--- src/tcm_defs.vh ---
// register map, field positions, reset values and timing for tcm_chan_cfg
`ifndef TCM_DEFS_VH
`define TCM_DEFS_VH
// register byte offsets
`define TCM_OFS_MODE 8'h00
`define TCM_OFS_CHEN 8'h04
`define TCM_OFS_TRIG 8'h08
`define TCM_OFS_CLKS 8'h0C
`define TCM_OFS_CMP1 8'h10
`define TCM_OFS_CMP2 8'h14
`define TCM_OFS_STAT 8'h18
// printed locations of the channel 3/4 mode registers (not held here)
`define TCM_ADDR_T1_CH34 32'h4000_E01C
`define TCM_ADDR_T2_CH34 32'h4000_F01C
// reset values
`define TCM_RST_MODE 16'h0000
`define TCM_RST_CMP 16'h0000
// channel 1 field positions; channel 2 sits TCM_CH_STRIDE bits higher
`define TCM_CH_STRIDE 8
`define TCM_F_DIR 0
`define TCM_F_FAST 2
`define TCM_F_BUF 3
`define TCM_F_OCM 4
`define TCM_F_PSC 2
`define TCM_F_FILT 4
// direction codes
`define TCM_DIR_OUT 2'b00
`define TCM_DIR_OWN 2'b01
`define TCM_DIR_OTHER 2'b10
`define TCM_DIR_TRIG 2'b11
// output compare pwm modes
`define TCM_OCM_PWM1 3'b110
`define TCM_OCM_PWM2 3'b111
// clock rates and derived sampling tick divisors
`define TCM_PCLK_HZ 125000000
`define TCM_XTAL_PCLK_HZ 12000000
`define TCM_RC_PCLK_HZ 6000000
`define TCM_DIV_XTAL (`TCM_PCLK_HZ / `TCM_XTAL_PCLK_HZ)
`define TCM_DIV_RC (`TCM_PCLK_HZ / `TCM_RC_PCLK_HZ)
// trigger to output delay in clock cycles
`define TCM_FAST_DLY 3
`define TCM_SLOW_DLY 5
`endif

--- src/tcm_placeholder_note.v ---
// empty compilation unit kept for folder layout
`timescale 1ns/100ps
`default_nettype none
`default_nettype wire

--- src/tcm_chan_cfg.v ---
// channel 1/2 capture/compare mode configuration with apb register slave
//
// Our own choice: the APB slave port.
`timescale 1ns/100ps
`default_nettype none
`include "tcm_defs.vh"

module tcm_chan_cfg (
    input wire pclk,
    input wire presetn,
    input wire psel,
    input wire penable,
    input wire pwrite,
    input wire [7:0] paddr,
    input wire [31:0] pwdata,
    output reg [31:0] prdata,
    output reg pready,
    output reg pslverr,
    input wire timer_input_one,
    input wire timer_input_two,
    input wire [7:0] internal_trigger,
    input wire update_event,
    output reg [1:0] cap_event_q,
    output reg [1:0] oc_trig_match_q,
    output reg [2:0] chan1_output_mode,
    output reg [2:0] chan2_output_mode,
    output reg [1:0] fast_enable_q,
    output reg [15:0] cmp1_active_q,
    output reg [15:0] cmp2_active_q
);

    // filter table entry: {sample rate shift[2:0], sample count n[3:0]}
    function [6:0] filt_cfg;
        input [3:0] code;
        begin
            case (code)
                4'h1: filt_cfg = {3'd0, 4'd2};
                4'h2: filt_cfg = {3'd0, 4'd4};
                4'h3: filt_cfg = {3'd0, 4'd8};
                4'h4: filt_cfg = {3'd1, 4'd6};
                4'h5: filt_cfg = {3'd1, 4'd8};
                4'h6: filt_cfg = {3'd2, 4'd6};
                4'h7: filt_cfg = {3'd2, 4'd8};
                4'h8: filt_cfg = {3'd3, 4'd6};
                4'h9: filt_cfg = {3'd3, 4'd8};
                4'hA: filt_cfg = {3'd4, 4'd5};
                4'hB: filt_cfg = {3'd4, 4'd6};
                4'hC: filt_cfg = {3'd4, 4'd8};
                4'hD: filt_cfg = {3'd5, 4'd5};
                4'hE: filt_cfg = {3'd5, 4'd6};
                4'hF: filt_cfg = {3'd5, 4'd8};
                default: filt_cfg = {3'd0, 4'd1};
            endcase
        end
    endfunction

    // events per capture, minus one, for a prescale code
    function [2:0] psc_last;
        input [1:0] code;
        begin
            case (code)
                2'b01: psc_last = 3'd1;
                2'b10: psc_last = 3'd3;
                2'b11: psc_last = 3'd5;
                default: psc_last = 3'd0;
            endcase
        end
    endfunction

    reg [15:0] mode_q;
    reg [1:0] chan_on_q;
    reg [2:0] trig_sel_q;
    reg clk_rc_q;
    reg [15:0] cmp1_buf_q;
    reg [15:0] cmp2_buf_q;
    reg [31:0] rd_d;
    reg hit_d;
    reg [1:0] filt_q;
    wire [1:0] in_mode;
    wire [1:0] buf_on;
    wire setup = psel & ~penable;
    wire wr_en = psel & penable & pwrite & pready;

    // read mux and address decode; unmapped offsets answer with an error
    always @* begin
        rd_d = 32'h0000_0000;
        hit_d = 1'b1;
        case (paddr)
            `TCM_OFS_MODE: rd_d = {16'h0000, mode_q};
            `TCM_OFS_CHEN: rd_d = {30'h0000_0000, chan_on_q};
            `TCM_OFS_TRIG: rd_d = {29'h0000_0000, trig_sel_q};
            `TCM_OFS_CLKS: rd_d = {31'h0000_0000, clk_rc_q};
            `TCM_OFS_CMP1: rd_d = {16'h0000, cmp1_buf_q};
            `TCM_OFS_CMP2: rd_d = {16'h0000, cmp2_buf_q};
            `TCM_OFS_STAT: rd_d = {28'h0000_000, in_mode, filt_q};
            default: hit_d = 1'b0;
        endcase
    end

    // bus answer is prepared in the setup cycle so access needs no wait
    always @(posedge pclk or negedge presetn) begin
        if (!presetn) begin
            prdata <= 32'h0000_0000;
            pready <= 1'b0;
            pslverr <= 1'b0;
        end else begin
            pready <= 1'b1;
            if (setup) begin
                prdata <= pwrite ? 32'h0000_0000 : rd_d;
                pslverr <= ~hit_d;
            end
        end
    end

    // register writes take effect at the access edge
    always @(posedge pclk or negedge presetn) begin
        if (!presetn) begin
            mode_q <= `TCM_RST_MODE;
            chan_on_q <= 2'b00;
            trig_sel_q <= 3'b000;
            clk_rc_q <= 1'b0;
        end else if (wr_en) begin
            case (paddr)
                // direction bits simply stored, software keeps ch off
                `TCM_OFS_MODE: mode_q <= pwdata[15:0];
                `TCM_OFS_CHEN: chan_on_q <= pwdata[1:0];
                `TCM_OFS_TRIG: trig_sel_q <= pwdata[2:0];
                `TCM_OFS_CLKS: clk_rc_q <= pwdata[0];
                default: ;
            endcase
        end
    end

    // compare buffers, loaded into active at update event
    always @(posedge pclk or negedge presetn) begin
        if (!presetn) begin
            cmp1_buf_q <= `TCM_RST_CMP;
            cmp2_buf_q <= `TCM_RST_CMP;
            cmp1_active_q <= `TCM_RST_CMP;
            cmp2_active_q <= `TCM_RST_CMP;
        end else begin
            if (wr_en && paddr == `TCM_OFS_CMP1)
                cmp1_buf_q <= pwdata[15:0];
            if (wr_en && paddr == `TCM_OFS_CMP2)
                cmp2_buf_q <= pwdata[15:0];
            // unbuffered: the written value goes live at once
            if (wr_en && paddr == `TCM_OFS_CMP1 && !buf_on[0])
                cmp1_active_q <= pwdata[15:0];
            else if (update_event && buf_on[0])
                cmp1_active_q <= cmp1_buf_q;
            if (wr_en && paddr == `TCM_OFS_CMP2 && !buf_on[1])
                cmp2_active_q <= pwdata[15:0];
            else if (update_event && buf_on[1])
                cmp2_active_q <= cmp2_buf_q;
        end
    end

    // two-stage synchronisers for the pins and trigger sources
    reg [9:0] meta_q;
    reg [9:0] sync_q;
    always @(posedge pclk or negedge presetn) begin
        if (!presetn) begin
            meta_q <= 10'h000;
            sync_q <= 10'h000;
        end else begin
            meta_q <= {internal_trigger, timer_input_two, timer_input_one};
            sync_q <= meta_q;
        end
    end

    // trigger source picked by the trigger select field
    wire trig_lvl = sync_q[2 + trig_sel_q];
    reg trig_prev_q;
    reg [3:0] trig_dly_q;
    always @(posedge pclk or negedge presetn) begin
        if (!presetn) begin
            trig_prev_q <= 1'b0;
            trig_dly_q <= 4'h0;
        end else begin
            trig_prev_q <= trig_lvl;
            trig_dly_q <= {trig_dly_q[2:0], trig_lvl & ~trig_prev_q};
        end
    end

    // peripheral sampling tick, every 10 or 20 pclk cycles (12.5 MHz or 6.25 MHz)
    reg [4:0] tick_cnt_q;
    reg [4:0] rate_cnt_q;
    wire [4:0] tick_last = clk_rc_q ? 5'd19 : 5'd9;
    wire tick = (tick_cnt_q == tick_last);
    always @(posedge pclk or negedge presetn) begin
        if (!presetn) begin
            tick_cnt_q <= 5'd0;
            rate_cnt_q <= 5'd0;
        end else begin
            tick_cnt_q <= tick ? 5'd0 : tick_cnt_q + 5'd1;
            if (tick)
                rate_cnt_q <= rate_cnt_q + 5'd1;
        end
    end

    // per-channel logic; channel 2 fields sit one stride above channel 1
    genvar i;
    generate
        for (i = 0; i < 2; i = i + 1) begin : g_ch
            localparam integer B = i * `TCM_CH_STRIDE;
            wire [1:0] dir = mode_q[B + `TCM_F_DIR +: 2];
            wire [3:0] fcode = mode_q[B + `TCM_F_FILT +: 4];
            wire [1:0] pcode = mode_q[B + `TCM_F_PSC +: 2];
            wire [2:0] ocm = mode_q[B + `TCM_F_OCM +: 3];
            wire [6:0] fc = filt_cfg(fcode);
            wire [4:0] rmask = (5'd1 << fc[6:4]) - 5'd1;
            wire samp = tick & ((rate_cnt_q & rmask) == 5'd0);
            reg src;
            reg [3:0] agree_q;
            reg [2:0] ev_q;
            reg filt_prev_q;
            // ch2 01 own pin (ti2), 10 other pin (ti1)
            // ch1 01 own pin (ti1), 10 other pin (ti2)
            always @* begin
                case (dir)
                    `TCM_DIR_OWN: src = sync_q[i];
                    `TCM_DIR_OTHER: src = sync_q[1 - i];
                    `TCM_DIR_TRIG: src = trig_lvl;
                    default: src = 1'b0;
                endcase
            end
            assign in_mode[i] = (dir != `TCM_DIR_OUT);
            // buffer enable only honoured for an output
            assign buf_on[i] = ~in_mode[i] & mode_q[B + `TCM_F_BUF];
            // filter decode shared by both channels
            // new level passes after n agreeing samples
            always @(posedge pclk or negedge presetn) begin
                if (!presetn) begin
                    filt_q[i] <= 1'b0;
                    agree_q <= 4'd0;
                end else if (fcode == 4'h0) begin
                    filt_q[i] <= src;
                    agree_q <= 4'd0;
                end else if (src == filt_q[i]) begin
                    agree_q <= 4'd0;
                end else if (samp) begin
                    if (agree_q + 4'd1 >= fc[3:0]) begin
                        filt_q[i] <= src;
                        agree_q <= 4'd0;
                    end else begin
                        agree_q <= agree_q + 4'd1;
                    end
                end
            end
            // ch2 prescale counts rising edges, input only
            // ch1 uses the same event count encoding
            always @(posedge pclk or negedge presetn) begin
                if (!presetn) begin
                    filt_prev_q <= 1'b0;
                    ev_q <= 3'd0;
                    cap_event_q[i] <= 1'b0;
                end else begin
                    filt_prev_q <= filt_q[i];
                    cap_event_q[i] <= 1'b0;
                    if (!in_mode[i]) begin
                        ev_q <= 3'd0;
                    end else if (filt_q[i] & ~filt_prev_q) begin
                        if (ev_q >= psc_last(pcode)) begin
                            ev_q <= 3'd0;
                            cap_event_q[i] <= 1'b1;
                        end else begin
                            ev_q <= ev_q + 3'd1;
                        end
                    end
                end
            end
            // fast enable honoured only for an output
            // pwm trigger edge acts as match, 3 or 5 cycles
            always @(posedge pclk or negedge presetn) begin
                if (!presetn) begin
                    fast_enable_q[i] <= 1'b0;
                    oc_trig_match_q[i] <= 1'b0;
                end else begin
                    fast_enable_q[i] <= ~in_mode[i] &
                        mode_q[B + `TCM_F_FAST];
                    oc_trig_match_q[i] <= ~in_mode[i] &
                        (ocm == `TCM_OCM_PWM1 || ocm == `TCM_OCM_PWM2) &
                        (mode_q[B + `TCM_F_FAST] ?
                         trig_dly_q[`TCM_FAST_DLY - 2] :
                         trig_dly_q[`TCM_SLOW_DLY - 2]);
                end
            end
        end
    endgenerate

    // output modes forced to frozen while a channel is an input
    always @(posedge pclk or negedge presetn) begin
        if (!presetn) begin
            chan1_output_mode <= 3'b000;
            chan2_output_mode <= 3'b000;
        end else begin
            chan1_output_mode <= in_mode[0] ? 3'b000 :
                mode_q[`TCM_F_OCM +: 3];
            chan2_output_mode <= in_mode[1] ? 3'b000 :
                mode_q[`TCM_CH_STRIDE + `TCM_F_OCM +: 3];
        end
    end

endmodule // tcm_chan_cfg
`default_nettype wire

--- config.mk ---
export PLATFORM = sky130hd
export DESIGN_NAME = tcm_chan_cfg
export DESIGN_NICKNAME = d
export VERILOG_FILES = /design/src/tcm_placeholder_note.v /design/src/tcm_chan_cfg.v
export VERILOG_INCLUDE_DIRS = /design/src /design/src/src
export SDC_FILE = /design/constraint.sdc
export NUM_CORES = 1
export LEC_CHECK = 0
export BUFFER_PORTS_ARGS = -buffer_cell sky130_fd_sc_hd__buf_4
export CORE_MARGIN = 5
export CORE_UTILIZATION = 58
export CTS_BUF_LIST = sky130_fd_sc_hd__clkbuf_4 sky130_fd_sc_hd__clkbuf_8
export DETAILED_ROUTE_END_ITERATION = 10
export PLACE_DENSITY_LB_ADDON = 0.05
export SLEW_MARGIN = 20
export SYNTH_ARGS = -nofsm -noshare
export SYNTH_HDL_FRONTEND = slang
export SYNTH_SLANG_ARGS = --single-unit
--- constraint.sdc ---
create_clock -name pclk -period 2.85 [get_ports pclk]
set_input_delay 0.57 -clock pclk [delete_from_list [all_inputs] [get_ports pclk]]
set_output_delay 0.57 -clock pclk [all_outputs]
set_load 0.005 [all_outputs]
# --- Yosys cells after proc, flatten, opt, wreduce, memory -nomap -nowiden ---
# Memories as Yosys holds them, arrays and structs flattened.
# Index checks and enable logic that the tools add are counted.
word_totals:
  regBits: 185
  memories: 2
  input_bits: 56
  romBits: 224
mem_list:
  columns: ["memory", "depth", "word_bits", "read_ports", "rd_clocked_by_memory_dff", "write_ports", "line_no", "text"]
  rows:
  - ["(name not given)", 16, 7, 1, 0, 0, "tcm_chan_cfg.v:36", "case (code)"]
  - ["(name not given)", 16, 7, 1, 0, 0, "tcm_chan_cfg.v:36", null]
classes:
  bitwise_logic: 26
  reduce_logical: 32
  shift: 2
  eq_ne: 29
  n_addsub: 9
  magnitude_cmp: 5
  n_mux: 51
op_table:
  columns: ["op", "count"]
  rows:
  - ["case mux 16 bit (7 select lines)", 1]
  - ["2-to-1 mux 16 bit", 4]
  - ["2-to-1 mux 3 bit", 12]
  - ["2-to-1 mux 32 bit", 1]
  - ["2-to-1 mux 4 bit", 8]
  - ["equality test 8 x 5 -> 1 bit (second input constant)", 3]
  - ["2-to-1 mux 1 bit", 18]
  - ["case mux 3 bit (3 select lines)", 2]
  - ["bitwise AND 1 bit", 17]
  - ["equality test 2 bit (second input constant)", 8]
  - ["equality test 8 x 4 -> 1 bit (second input constant)", 2]
  - ["nonzero test 2 bit", 8]
  - ["equality test 3 bit (second input constant)", 4]
  - ["adder 5 x 1 -> 5 bit (second input constant)", 2]
  - ["bitwise AND 5 bit", 2]
  - ["zero test 5 bit", 2]
  - ["2-to-1 mux 5 bit", 2]
  - ["<< shifter 1 x 3 -> 5 bit (first input constant)", 2]
  - ["subtractor 5 x 1 -> 5 bit (second input constant)", 2]
  - ["adder 4 x 1 -> 4 bit (second input constant)", 2]
  - ["equality test 2 x 1 -> 1 bit (second input constant)", 4]
  - ["equality test 8 x 3 -> 1 bit (second input constant)", 1]
  - ["greater-or-equal comparator 4 bit", 2]
  - ["zero test 4 bit", 2]
  - ["other kinds (19)", 43]

# --- Depth between registers and ports, before layout ---
# Gate-level depths: netlist of the first run.
# An unclocked memory read counts as a cell.
logic_depth:
  word_depth: 9
  ltp_mapped: 12

# --- Worst setup path after synthesis of the first run ---
# No wires, ideal clock.
synth_path:
  kind: "input -> register"
  from: "input port paddr[3]"
  to: "register cmp1_active_q[10]"
  path_buffers: 3
  slack_ps: 371
  arrival_time_ps: 2355
  setup_time_ps: 124
  cell_stages: 9
  path_cell_list: "buf_2 > or4_1 > buf_2 > nor3_4 > a21boi_4 > nor2_2 > buf_2 > nand2_1 > nand2_1"
synth_via:
  elab_chain_len: 4
  word_cells_on_any_way: 5
synth_rtl:
  columns: ["element", "line_no", "text"]
  rows:
  - ["start, declared", "tcm_chan_cfg.v:14", "input wire [7:0] paddr,"]
  - ["equality test 8 x 5 -> 1 bit *", null, null]
  - ["logical AND 1 bit (no source line) *", null, null]
  - ["logical AND 1 bit *", "tcm_chan_cfg.v:147", "if (wr_en && paddr == `TCM_OFS_CMP1 && !buf_on[0])"]
  - ["2-to-1 mux 16 bit or nonzero test 2 bit (tied branches)", null, null]
  - ["end signal, assigned", "tcm_chan_cfg.v:139", "cmp1_active_q <= `TCM_RST_CMP;"]
  - ["end signal, assigned", "tcm_chan_cfg.v:148", "cmp1_active_q <= pwdata[15:0];"]
  - ["end signal, assigned", "tcm_chan_cfg.v:150", "cmp1_active_q <= cmp1_buf_q;"]
  - ["end, declared", "tcm_chan_cfg.v:28", "output reg [15:0] cmp1_active_q,"]
# Mark *: on every way between the ends. The rest lies on a longest branch, timed or not.
# A chain may end at the register's enable or synchronous reset.

# --- Final worst setup path of the first run ---
layout_path:
  from: "register mode_q[5]"
  to: "register g_ch[0].agree_q[2]"
layout_via:
  elab_chain_len: 7
  word_cells_on_any_way: 13
layout_rtl:
  columns: ["element", "line_no", "text"]
  rows:
  - ["start, declared", "tcm_chan_cfg.v:70", "reg [15:0] mode_q;"]
  - ["start signal, assigned", "tcm_chan_cfg.v:118", "mode_q <= `TCM_RST_MODE;"]
  - ["start signal, assigned", "tcm_chan_cfg.v:125", "`TCM_OFS_MODE: mode_q <= pwdata[15:0];"]
  - ["memory (16 x 7 bit)", null, null]
  - ["<< shifter 1 x 3 -> 5 bit", "tcm_chan_cfg.v:211", "wire [4:0] rmask = (5'd1 << fc[6:4]) - 5'd1;"]
  - ["subtractor 5 x 1 -> 5 bit", "tcm_chan_cfg.v:211", null]
  - ["bitwise AND 5 bit", "tcm_chan_cfg.v:212", "wire samp = tick & ((rate_cnt_q & rmask) == 5'd0);"]
  - ["zero test 5 bit", "tcm_chan_cfg.v:212", null]
  - ["bitwise AND 1 bit", "tcm_chan_cfg.v:212", null]
  - ["nonzero test 3 bit (no source line)", null, null]
  - ["end signal, assigned", "tcm_chan_cfg.v:246", "agree_q <= agree_q + 4'd1;"]
  - ["end, declared", "tcm_chan_cfg.v:214", "reg [3:0] agree_q;"]
# Several ways; a longest one is shown, not always the timed one. The select of a mux whose other input is x is not followed.

==> results.cfg, run 1 <==
[clocking]
clk_pin_slew_worst_paths_ns = 0.09
htreeDepth = 4
hold_buffers = 0
cts_max_path_buffers = 2
cts_root_buffer = clkbuf_8
cts_tree = built
cts_buffers = 17
cts_num_sinks = 169
worstSkewPairLatency_ns = 0.46

[drt]
via_count = 6206
ant_nets = 0
dr.first_iter.drc_count = 523
vias_per_cell = 5.98
wl_per_cell_um = 18.9
drc = 0
drt-pass1-iter-count = 7
wirelength_mm = 19.6

[yosys]
syn_inst = 736
synth.distinct_cells = 49
async_reset_ff_share_pct = 100
syn_area_per_cell_um2 = 10.9
synth_top_area_cell = dfrtp_1
synth_area_leaders = dfrtp_1, mux2_2, nand2_1, ha_1, a22oi_1
synth.most_common_cell = dfrtp_1
synth.top_cell.area_share_pct = 52.9
synth_edf_count = 0
ys.flop_type = dfrtp_1
ys_seq_elements = 169
ys_seq_area_share_pct = 52.9
yosysWarningCount = 0
synthesis.area_um2 = 7990
netlist_top_cells_count = dfrtp_1, nand2_1, mux2_2

[place]
port_buffers = 101
place_inst = 1005
dp.final_hpwl_mm = 14.1
gp_congestion = 0.901

[final_layout]
area_growth_pct = 17.3
antennaDiodeCount = 0
instances_no_fill = 1037
nNetsFinal = 937
drive_above_1_share_pct = 26.6

[worst_setup_path]
start_kind = flip-flop
criticalPathCategory = flip-flop to flip-flop
critPathTopFamily = simple AND/OR/NAND/NOR gates
cp-end-kind = flip-flop
path_depth = 12
rrSetupSlack_ns = 0.22
cpMaxStageDelayCell = or4_1
cp-startpoint = mode_q[5]$_DFFE_PN0P_
critPathBufInv = 2
arrival_ns = 3.01
crit_fanout = 7
reg2reg_depth = 12
r2r_end = g_ch[0].agree_q[2]$_DFFE_PN0P_
required_ns = 3.22
endpoint = g_ch[0].agree_q[2]$_DFFE_PN0P_
r2r-start = mode_q[5]$_DFFE_PN0P_
cp_slowest_stage_delay_ns = 0.48
cp_cell_sequence = inv_2 -> ha_1 -> nand2_1 -> o21ai_0 -> nand2_1 -> o21ai_0 -> ha_1 -> nor3_1 -> a211o_1 -> inv_1 -> or4_1 -> a21oi_1

[timing]
slew_violations = 0
finalSetupViolCount = 0
period_share_pct = 92.4
holdWs_ns = 0.0943
hold_viol_final = 0
max_freq_ghz = 0.380
max_slew_margin_pct = 46.4
rsz0062_at_grt = false
skew_ns = 0.0147
worst_slew_pin_slew_ns = 0.804
fin_crit_ns = 2.63
tns_ns = 0

[pwr]
p_leak_nw = 4.59
pwr_density_cell_nw_per_um2 = 495
peakVddDrop_mv = 0.458

[global_routing]
antenna_found_initial = 0
grt_overflow = 0
grt_busiest_layer = met2
grt_use_met3_pct = 4.80
grt.total_usage_pct = 24.6
grt_start_max_net_pins = 70
grt_use_met2_pct = 41.1
grt_pass1_vias = 6305
grt_pass1_wl_mm = 31.5
met1_usage_pct = 31.6

[floorplanning]
die_x_um = 127
die_area_um2 = 16200
ios = 134
start_util_pct = 59.8
num_rows = 42
core_um2 = 13300
fp.dieH_um = 127

[run]
max_cap_viol_count = 0

[min_path]
hold_path_class = input port to asynchronous set/reset pin

[status]
status = finished clean
==> where the power goes <==
part | switching (mW) | internal, mW
Sequential | 0.0887 | 2.49
Combinational | 0.235 | 0.184
Clock | 0.860 | 0.780
Total | 1.18 | 3.45
==> layer usage <==
metal,wire length (um),vias up
met2,9840,250
li1,-,2811
met5,0,-
met4,423,0
met3,1320,33
met1,8040,3112
==> flip-flops by register name (all words and copies together) (netlist names), 3 cells and up <==
signal             flops
prdata                16
g_ch.ev_q              6
meta_q                10
cmp1_active_q         16
tick_cnt_q             5
trig_dly_q             4
sync_q                10
trig_sel_q             3
cmp2_active_q         16
mode_q                16
g_ch.agree_q           8
chan1_output_mode      3
cmp2_buf_q            16
chan2_output_mode      3
rate_cnt_q             5
cmp1_buf_q            16
==> metrics by stage <==
stage	worst slack (ns)	util, %	total power [mW]	area, um2
after floorplan	0.371	-	2.84	8040
after global placement	0.276	67.3	3.01	8980
after detailed placement	0.181	67.3	3.03	8980
after CTS	0.155	70.2	4.66	9370
after global routing	0.0284	70.2	4.83	9370
final	0.218	70.2	4.63	9370
==> how the worst min path moves through the flow <==
stage                        start                          end  cells past startpoint
2_1_floorplan              presetn     cap_event_q[0]$_DFF_PN0_                      0
3_3_place_gp   meta_q[4]$_DFF_PN0_          sync_q[4]$_DFF_PN0_                      0
3_5_place_dp   meta_q[2]$_DFF_PN0_          sync_q[2]$_DFF_PN0_                      0
4_1_cts                    presetn  g_ch[1].ev_q[0]$_DFFE_PN0P_                      1
5_1_grt                    presetn  g_ch[1].ev_q[0]$_DFFE_PN0P_                      1
6_report                   presetn  g_ch[1].ev_q[0]$_DFFE_PN0P_                      1
==> cell type report <==
| cell class | count | area [um2] |
|---|---|---|
| clock inverter | 10 | 91.3 |
| fill | 993 | 3980 |
| sequential | 169 | 4230 |
| tap | 176 | 220 |
| clock buffer | 22 | 290 |
| inverter | 18 | 67.6 |
| multi-input combinational | 515 | 3500 |
| timing repair buffer | 127 | 970 |
==> cells in the final DEF (no fill, tap or decap), types with 5 or more instances in the layout <==
master      n
xnor2_1     7
nor2_1     27
dfrtp_1   168
mux2_2     53
nand4_1     5
o21ai_0    49
nor2b_1     6
nor3_1     12
nand2b_1    8
inv_1      17
nand2_1   117
and2_1      5
nand3b_1    7
mux2i_1    10
conb_1     17
a22oi_1    33
a21oi_1    25
nand3_1    17
or2_2       5
xor2_1      8
ha_1       33
buf_4     125
a222oi_1   13
or3_1       5
clkbuf_8   20
==> worst reg2reg max path, delay by kind of cell, from the launching register on <==
kind            cells  cell delay (ns)
buf+inv             2             0.20
fa+ha+maj           2             0.48
flops               1             0.40
compound gates      4             0.61
simple gates        4             0.86
==> cells by family (layout without fill, tap and decap cells) <==
logic type	Yosys count	count (layout)	share of synthesized area, %
AOI/OAI and AO/OA	151	151	12.8
xor gates and xnor gates	15	15	1.64
adders and majority gates	33	33	5.17
buffers and inverters	67	177	4.04
DFF	169	169	52.9
muxes	65	65	9.29
other	2	17	0.0940
and+or+nand+nor	234	234	14.0
==> timing repair <==
action                     CTS  global route
setup endpoints to repair    0             2
buffers inserted             0             0
resized for setup            0             2
(Power assumes the default switching activity.)
==> inputs of run 2 (changes only) <==
Settings changed: ABC_AREA set to 1, CORE_UTILIZATION 58 to 59.
==> run 2 against run 1 <==
Against the previous run: register-to-register slack gained 0.04 ns; final cell count increased by 17%; maximum frequency up 1.6%; critical path depth increased by 1; sequential power is essentially flat; sequential share of layout area is 1.2 points lower; wire length fell by 6.3%; synthesized cell count grew 25%; clock-buffer cell count fell by 5; die area rose by 2.2%; hold slack got worse by 0.034 ns; critical endpoint is now g_ch[0].agree_q[0]$_DFFE_PN0P_; largest cell class unchanged.
==> results.cfg, run 2 <==
[pwr]
pwr_density_cell_nw_per_um2 = 508
p_int_mw = 3.48
switching_share_pct = 29.0
pwr-share-clk_pct = 36.0
finalPower_mw = 4.89
comb_power_share_pct = 10.9
p_leak_nw = 4.78
power.switching_mw = 1.42
peakVddDrop_mv = 0.415
p_seq_share_pct = 53.1

[clocking]
cts_tree = built
cts_num_sinks = 169
htreeDepth = 4
cts_root_buffer = clkbuf_8
cts_buffers = 17
worstSkewPairLatency_ns = 0.47
post_cts_buffers = 0
hold_buffers = 0
clk_pin_slew_worst_paths_ns = 0.10
cts_max_path_buffers = 2

[floorplanning]
fp.dieH_um = 129
core_um2 = 13900
die_x_um = 129
die_area_um2 = 16600
start_util_pct = 60.0
num_rows = 43
ios = 134

[final_layout]
utilization_pct = 69.4
final_common_cell = dfrtp_1
area_growth_pct = 15.7
nNetsFinal = 1114
fillers = 1111
regArea_um2 = 4230
drive_above_1_share_pct = 19.7
final_cell_mix = dfrtp_1, nand2_1, inv_1, buf_4, o21ai_0
multiInputGateArea_um2 = 3390
antennaDiodeCount = 0

[drt]
dr.first_iter.drc_count = 603
drc = 0
via_count = 6540
wl_per_cell_um = 15.1
vias_per_cell = 5.37
ant_nets = 0
wirelength_mm = 18.4
drt-pass1-iter-count = 5

[yosys]
synth_area_leaders = dfrtp_1, nand2_1, inv_1, ha_1, o21ai_0
synth.most_common_cell = dfrtp_1
async_reset_ff_share_pct = 100
synth.distinct_cells = 46
synth_edf_count = 0
yosysWarningCount = 0
synth_top_area_cell = dfrtp_1
ys_seq_area_share_pct = 50.8
synth.top_cell.area_share_pct = 50.8
syn_area_per_cell_um2 = 9.04
syn_inst = 921
synthesis.area_um2 = 8320
ys.flop_type = dfrtp_1
netlist_top_cells_count = dfrtp_1, nand2_1, inv_1
ys_seq_elements = 169

[run]
max_cap_viol_count = 0

[timing]
setup_slack_ns = 0.259
hold_viol_final = 0
skew_ns = 0.0201
slew_violations = 0
max_slew_margin_pct = 49.3
fin_crit_ns = 2.59
worst_slew_pin_slew_ns = 0.741
finalSetupViolCount = 0
rsz0062_at_grt = false
max_freq_ghz = 0.386
tns_ns = 0
period_share_pct = 90.9

[worst_setup_path]
cp-end-kind = flip-flop
crit_fanout = 7
cpMostUsedCell = inv_1
rrSetupSlack_ns = 0.26
cp_cell_sequence = inv_1 -> ha_1 -> nand2_1 -> inv_1 -> o21ai_0 -> nand2_1 -> ha_1 -> a21oi_1 -> nand3_1 -> or2_2 -> o21ai_1 -> inv_1 -> nor2_1
cpMaxStageDelayCell = dfrtp_2
criticalPathCategory = flip-flop to flip-flop
start_kind = flip-flop
required_ns = 3.24
cp_slowest_stage_delay_ns = 0.44
arrival_ns = 2.98

[global_routing]
grt.total_usage_pct = 23.7
grt_pass1_wl_mm = 31.2
grt_overflow = 0
grt_start_max_net_pins = 62
antenna_found_initial = 0
grt_pass1_vias = 6281

[place]
port_buffers = 101
place_ws_ns = 0.264
gp_congestion = 0.895
dp.final_hpwl_mm = 13.9

[min_path]
hold_path_class = input port to asynchronous set/reset pin

[status]
status = finished clean
## run 2: cell types whose count changed in the layout (fill, tap and decap cells not counted), moves of 24 or more
| cell | previous run | this run |
|---|---|---|
| a22oi_1 | 33 | 0 |
| inv_1 | 17 | 120 |
| mux2_2 | 53 | 0 |
| nand2_1 | 117 | 167 |
| nand3_1 | 17 | 58 |
| nor2_1 | 27 | 64 |
| o21ai_1 | 0 | 24 |
## run 2: repair_timing
item                                    CTS  global route
gates resized for setup                   0             1
endpoints found under the setup margin    0             1
endpoints found under the hold margin     0             0
## run 2: metal layers
metal	GRT usage [%]	routed length [um]	up-vias
li1	-	-	3236
met1	35.4	8790	3123
met2	35.8	8450	165
met3	4.65	926	16
met4	6.30	224	0
met5	0	0	-
## run 2: kinds of logic after synthesis
logic type      Yosys count  share of synthesized area, %
buf+inv                 170                          9.16
simple gates            348                          19.5
flops                   169                          50.8
xor+xnor                 10                          1.05
other cells               2                        0.0902
fa+ha+maj                33                          4.96
compound gates          189                          14.4
## run 2: worst paths after layout
path,start,endpoint,cells past startpoint
min in group pclk,internal_trigger[3],meta_q[5]$_DFF_PN0_,1
setup / recovery,mode_q[4]$_DFFE_PN0P_,g_ch[0].agree_q[0]$_DFFE_PN0P_,13
hold reg to reg,meta_q[5]$_DFF_PN0_,sync_q[5]$_DFF_PN0_,0
hold / removal,presetn,g_ch[0].agree_q[0]$_DFFE_PN0P_,1
max in group asynchronous,presetn,cmp2_active_q[11]$_DFFE_PN0P_,2
setup reg to reg,mode_q[4]$_DFFE_PN0P_,g_ch[0].agree_q[0]$_DFFE_PN0P_,13
## run 2: cell type report
type	instances	share of cell area, %
Tap cell	180	2.34
Sequential cell	169	43.9
Clock inverter	15	2.08
Clock buffer	17	2.43
Multi-Input combinational cell	597	35.2
Inverter	128	5.03
Timing Repair Buffer	112	9.03
## run 2: power by group through the flow
| stage | clock, mW | sequential, mW | combinational (mW) |
|---|---|---|---|
| global placement | 0 | 2.64 | 0.527 |
| finish | 1.76 | 2.60 | 0.532 |
| global route | 1.92 | 2.61 | 0.613 |
| floorplan | 0 | 2.62 | 0.335 |
| detailed placement | 0 | 2.64 | 0.537 |
| CTS | 1.81 | 2.60 | 0.539 |
## run 2: metrics by stage
stage          std cells  area, um2  hold slack [ns]
2_1_floorplan        936       8380            0.274
3_3_place_gp        1186       9200            0.332
3_5_place_dp        1186       9200            0.337
4_1_cts             1218       9630           0.0773
5_1_grt             1218       9630            0.101
6_report            1218       9630           0.0603
## run 2: worst max-delay path, delay by kind of cell, from the launching register on
| family | cells | cell delay [ns] |
|---|---|---|
| buffers and inverters | 3 | 0.19 |
| and+or+nand+nor | 5 | 0.69 |
| DFF | 1 | 0.44 |
| adders and majority gates | 2 | 0.63 |
| AOI/OAI and AO/OA | 3 | 0.56 |
==> inputs of run 3 (changes only) <==
Settings changed: CORE_UTILIZATION 59 to 60.
Clock period 2.85 ns to 3.3 ns, I/O delays scaled along.
==> run 3 against run 2 <==
Against the previous run: maximum frequency decreased by 4.6%; register-to-register slack improved by 0.33 ns; flip-flop and latch count did not move; sequential power decreased by 14%; hold slack better by 0.16 ns; total power fell by 14%; clock power fell by 15%; non-clock buffer count fell by 7; setup slack gained 0.33 ns; largest power group unchanged; highest routed layer unchanged.
==> results.cfg, run 3 (same netlist as run 2, synthesis figures left out) <==
[place]
port_buffers = 101
dp.final_hpwl_mm = 13.4
gp_congestion = 0.884

[timing]
tns_ns = 0
rsz0062_at_grt = false
slew_violations = 0
max_freq_ghz = 0.368
hold_viol_final = 0
fin_crit_ns = 2.72
worst_slew_pin_slew_ns = 0.684
finalSetupViolCount = 0
max_slew_margin_pct = 54.4
skew_ns = 0.0127
period_share_pct = 82.3

[global_routing]
grt.total_usage_pct = 23.9
grt_start_max_net_pins = 78
grt_pass1_wl_mm = 31.3
antenna_found_initial = 0
grt_pass1_vias = 6385
grt_overflow = 0

[pwr]
comb_power_share_pct = 10.9
p_seq_share_pct = 53.4
pwr_density_cell_nw_per_um2 = 440
pwr-share-clk_pct = 35.6
switching_share_pct = 28.9
p_int_mw = 2.99
p_leak_nw = 4.73
peakVddDrop_mv = 0.368
power.switching_mw = 1.21

[worst_setup_path]
rrSetupSlack_ns = 0.58
arrival_ns = 3.10
start_kind = flip-flop
r2r-start = mode_q[5]$_DFFE_PN0P_
cpMostUsedCell = inv_1
criticalPathCategory = flip-flop to flip-flop
required_ns = 3.69
r2r_end = g_ch[0].agree_q[0]$_DFFE_PN0P_
reg2reg_depth = 13
cp_slowest_stage_delay_ns = 0.52
cpMaxStageDelayCell = dfrtp_1
cp_cell_sequence = inv_1 -> ha_1 -> nand2_1 -> inv_1 -> o21ai_0 -> nand2_1 -> ha_1 -> a21oi_1 -> nand3_1 -> or2_2 -> o21ai_1 -> inv_1 -> nor2_1
crit_fanout = 9
cp-startpoint = mode_q[5]$_DFFE_PN0P_
cp-end-kind = flip-flop

[drt]
wl_per_cell_um = 15.1
dr.first_iter.drc_count = 440
drt-pass1-iter-count = 7
via_count = 6448
ant_nets = 0
drc = 0
vias_per_cell = 5.32
wirelength_mm = 18.2

[clocking]
worstSkewPairLatency_ns = 0.46
post_cts_resized = 0
cts_root_buffer = clkbuf_8
post_cts_buffers = 0
cts_max_path_buffers = 2
clk_pin_slew_worst_paths_ns = 0.10
cts_num_sinks = 169
cts_tree = built
hold_buffers = 0
htreeDepth = 4
cts_buffers = 17

[final_layout]
final_cell_mix = dfrtp_1, nand2_1, inv_1, buf_4, o21ai_0
utilization_pct = 69.6
drive_above_1_share_pct = 19.1
antennaDiodeCount = 0
final_common_cell = dfrtp_1
regArea_um2 = 4230
multiInputGateArea_um2 = 3390
nNetsFinal = 1107
fillers = 1099
area_growth_pct = 14.7

[floorplanning]
start_util_pct = 60.7
core_um2 = 13700
fp.dieH_um = 128
num_rows = 43
die_x_um = 128
die_area_um2 = 16300
ios = 134

[min_path]
hold_path_class = input port to asynchronous set/reset pin

[status]
status = finished clean

[run]
max_cap_viol_count = 0
## run 3: worst max-delay path, delay by kind of cell (launching register included)
| family | cells | cell delay (ns) |
|---|---|---|
| flops | 1 | 0.52 |
| simple gates | 5 | 0.68 |
| fa+ha+maj | 2 | 0.63 |
| buf+inv | 3 | 0.28 |
| compound gates | 3 | 0.53 |
## run 3: final cells by class
cell class | instances | share of cell area, %
clock inverter | 15 | 1.91
inverter | 128 | 5.07
clock buffer | 17 | 2.45
timing repair buffer | 105 | 8.43
multi-input combinational | 597 | 35.5
sequential | 169 | 44.3
tap | 180 | 2.36
## run 3: stage by stage
stage,std cells,hold slack [ns],instance area [um2],setup slack (ns),total power [mW]
2_1_floorplan,936,0.331,8380,0.934,2.55
3_3_place_gp,1179,0.332,9130,0.694,2.74
3_5_place_dp,1179,0.335,9130,0.623,2.75
4_1_cts,1211,0.237,9550,0.593,4.23
5_1_grt,1211,0.252,9550,0.247,4.41
6_report,1211,0.216,9550,0.585,4.20
## run 3: worst max-delay path by stage
stage	cells past startpoint	slack, ns	endpoint
global placement	13	0.69	g_ch[0].agree_q[0]$_DFFE_PN0P_
detailed placement	13	0.62	g_ch[0].agree_q[0]$_DFFE_PN0P_
finish	13	0.58	g_ch[0].agree_q[0]$_DFFE_PN0P_
floorplan	13	0.93	g_ch[0].agree_q[0]$_DFFE_PN0P_
global route	13	0.25	g_ch[0].agree_q[0]$_DFFE_PN0P_
CTS	13	0.59	g_ch[0].agree_q[0]$_DFFE_PN0P_
## run 3: routing by layer
metal	routed length [um]	vias to the layer above	part of all wire, %	GRT usage (%)
met2	8260	148	45	35.9
met3	890	19	4.9	5.25
met1	8840	3054	48	35.5
met4	244	0	1.3	6.12
met5	0	-	0	0
li1	-	3227	-	-
## run 3: power by group through the flow
stage / clock network (mW) / registers (mW) / logic (mW)
2_1_floorplan: 0 / 2.27 / 0.290
3_3_place_gp: 0 / 2.28 / 0.454
3_5_place_dp: 0 / 2.28 / 0.463
4_1_cts: 1.52 / 2.24 / 0.466
5_1_grt: 1.63 / 2.26 / 0.522
6_report: 1.50 / 2.24 / 0.459
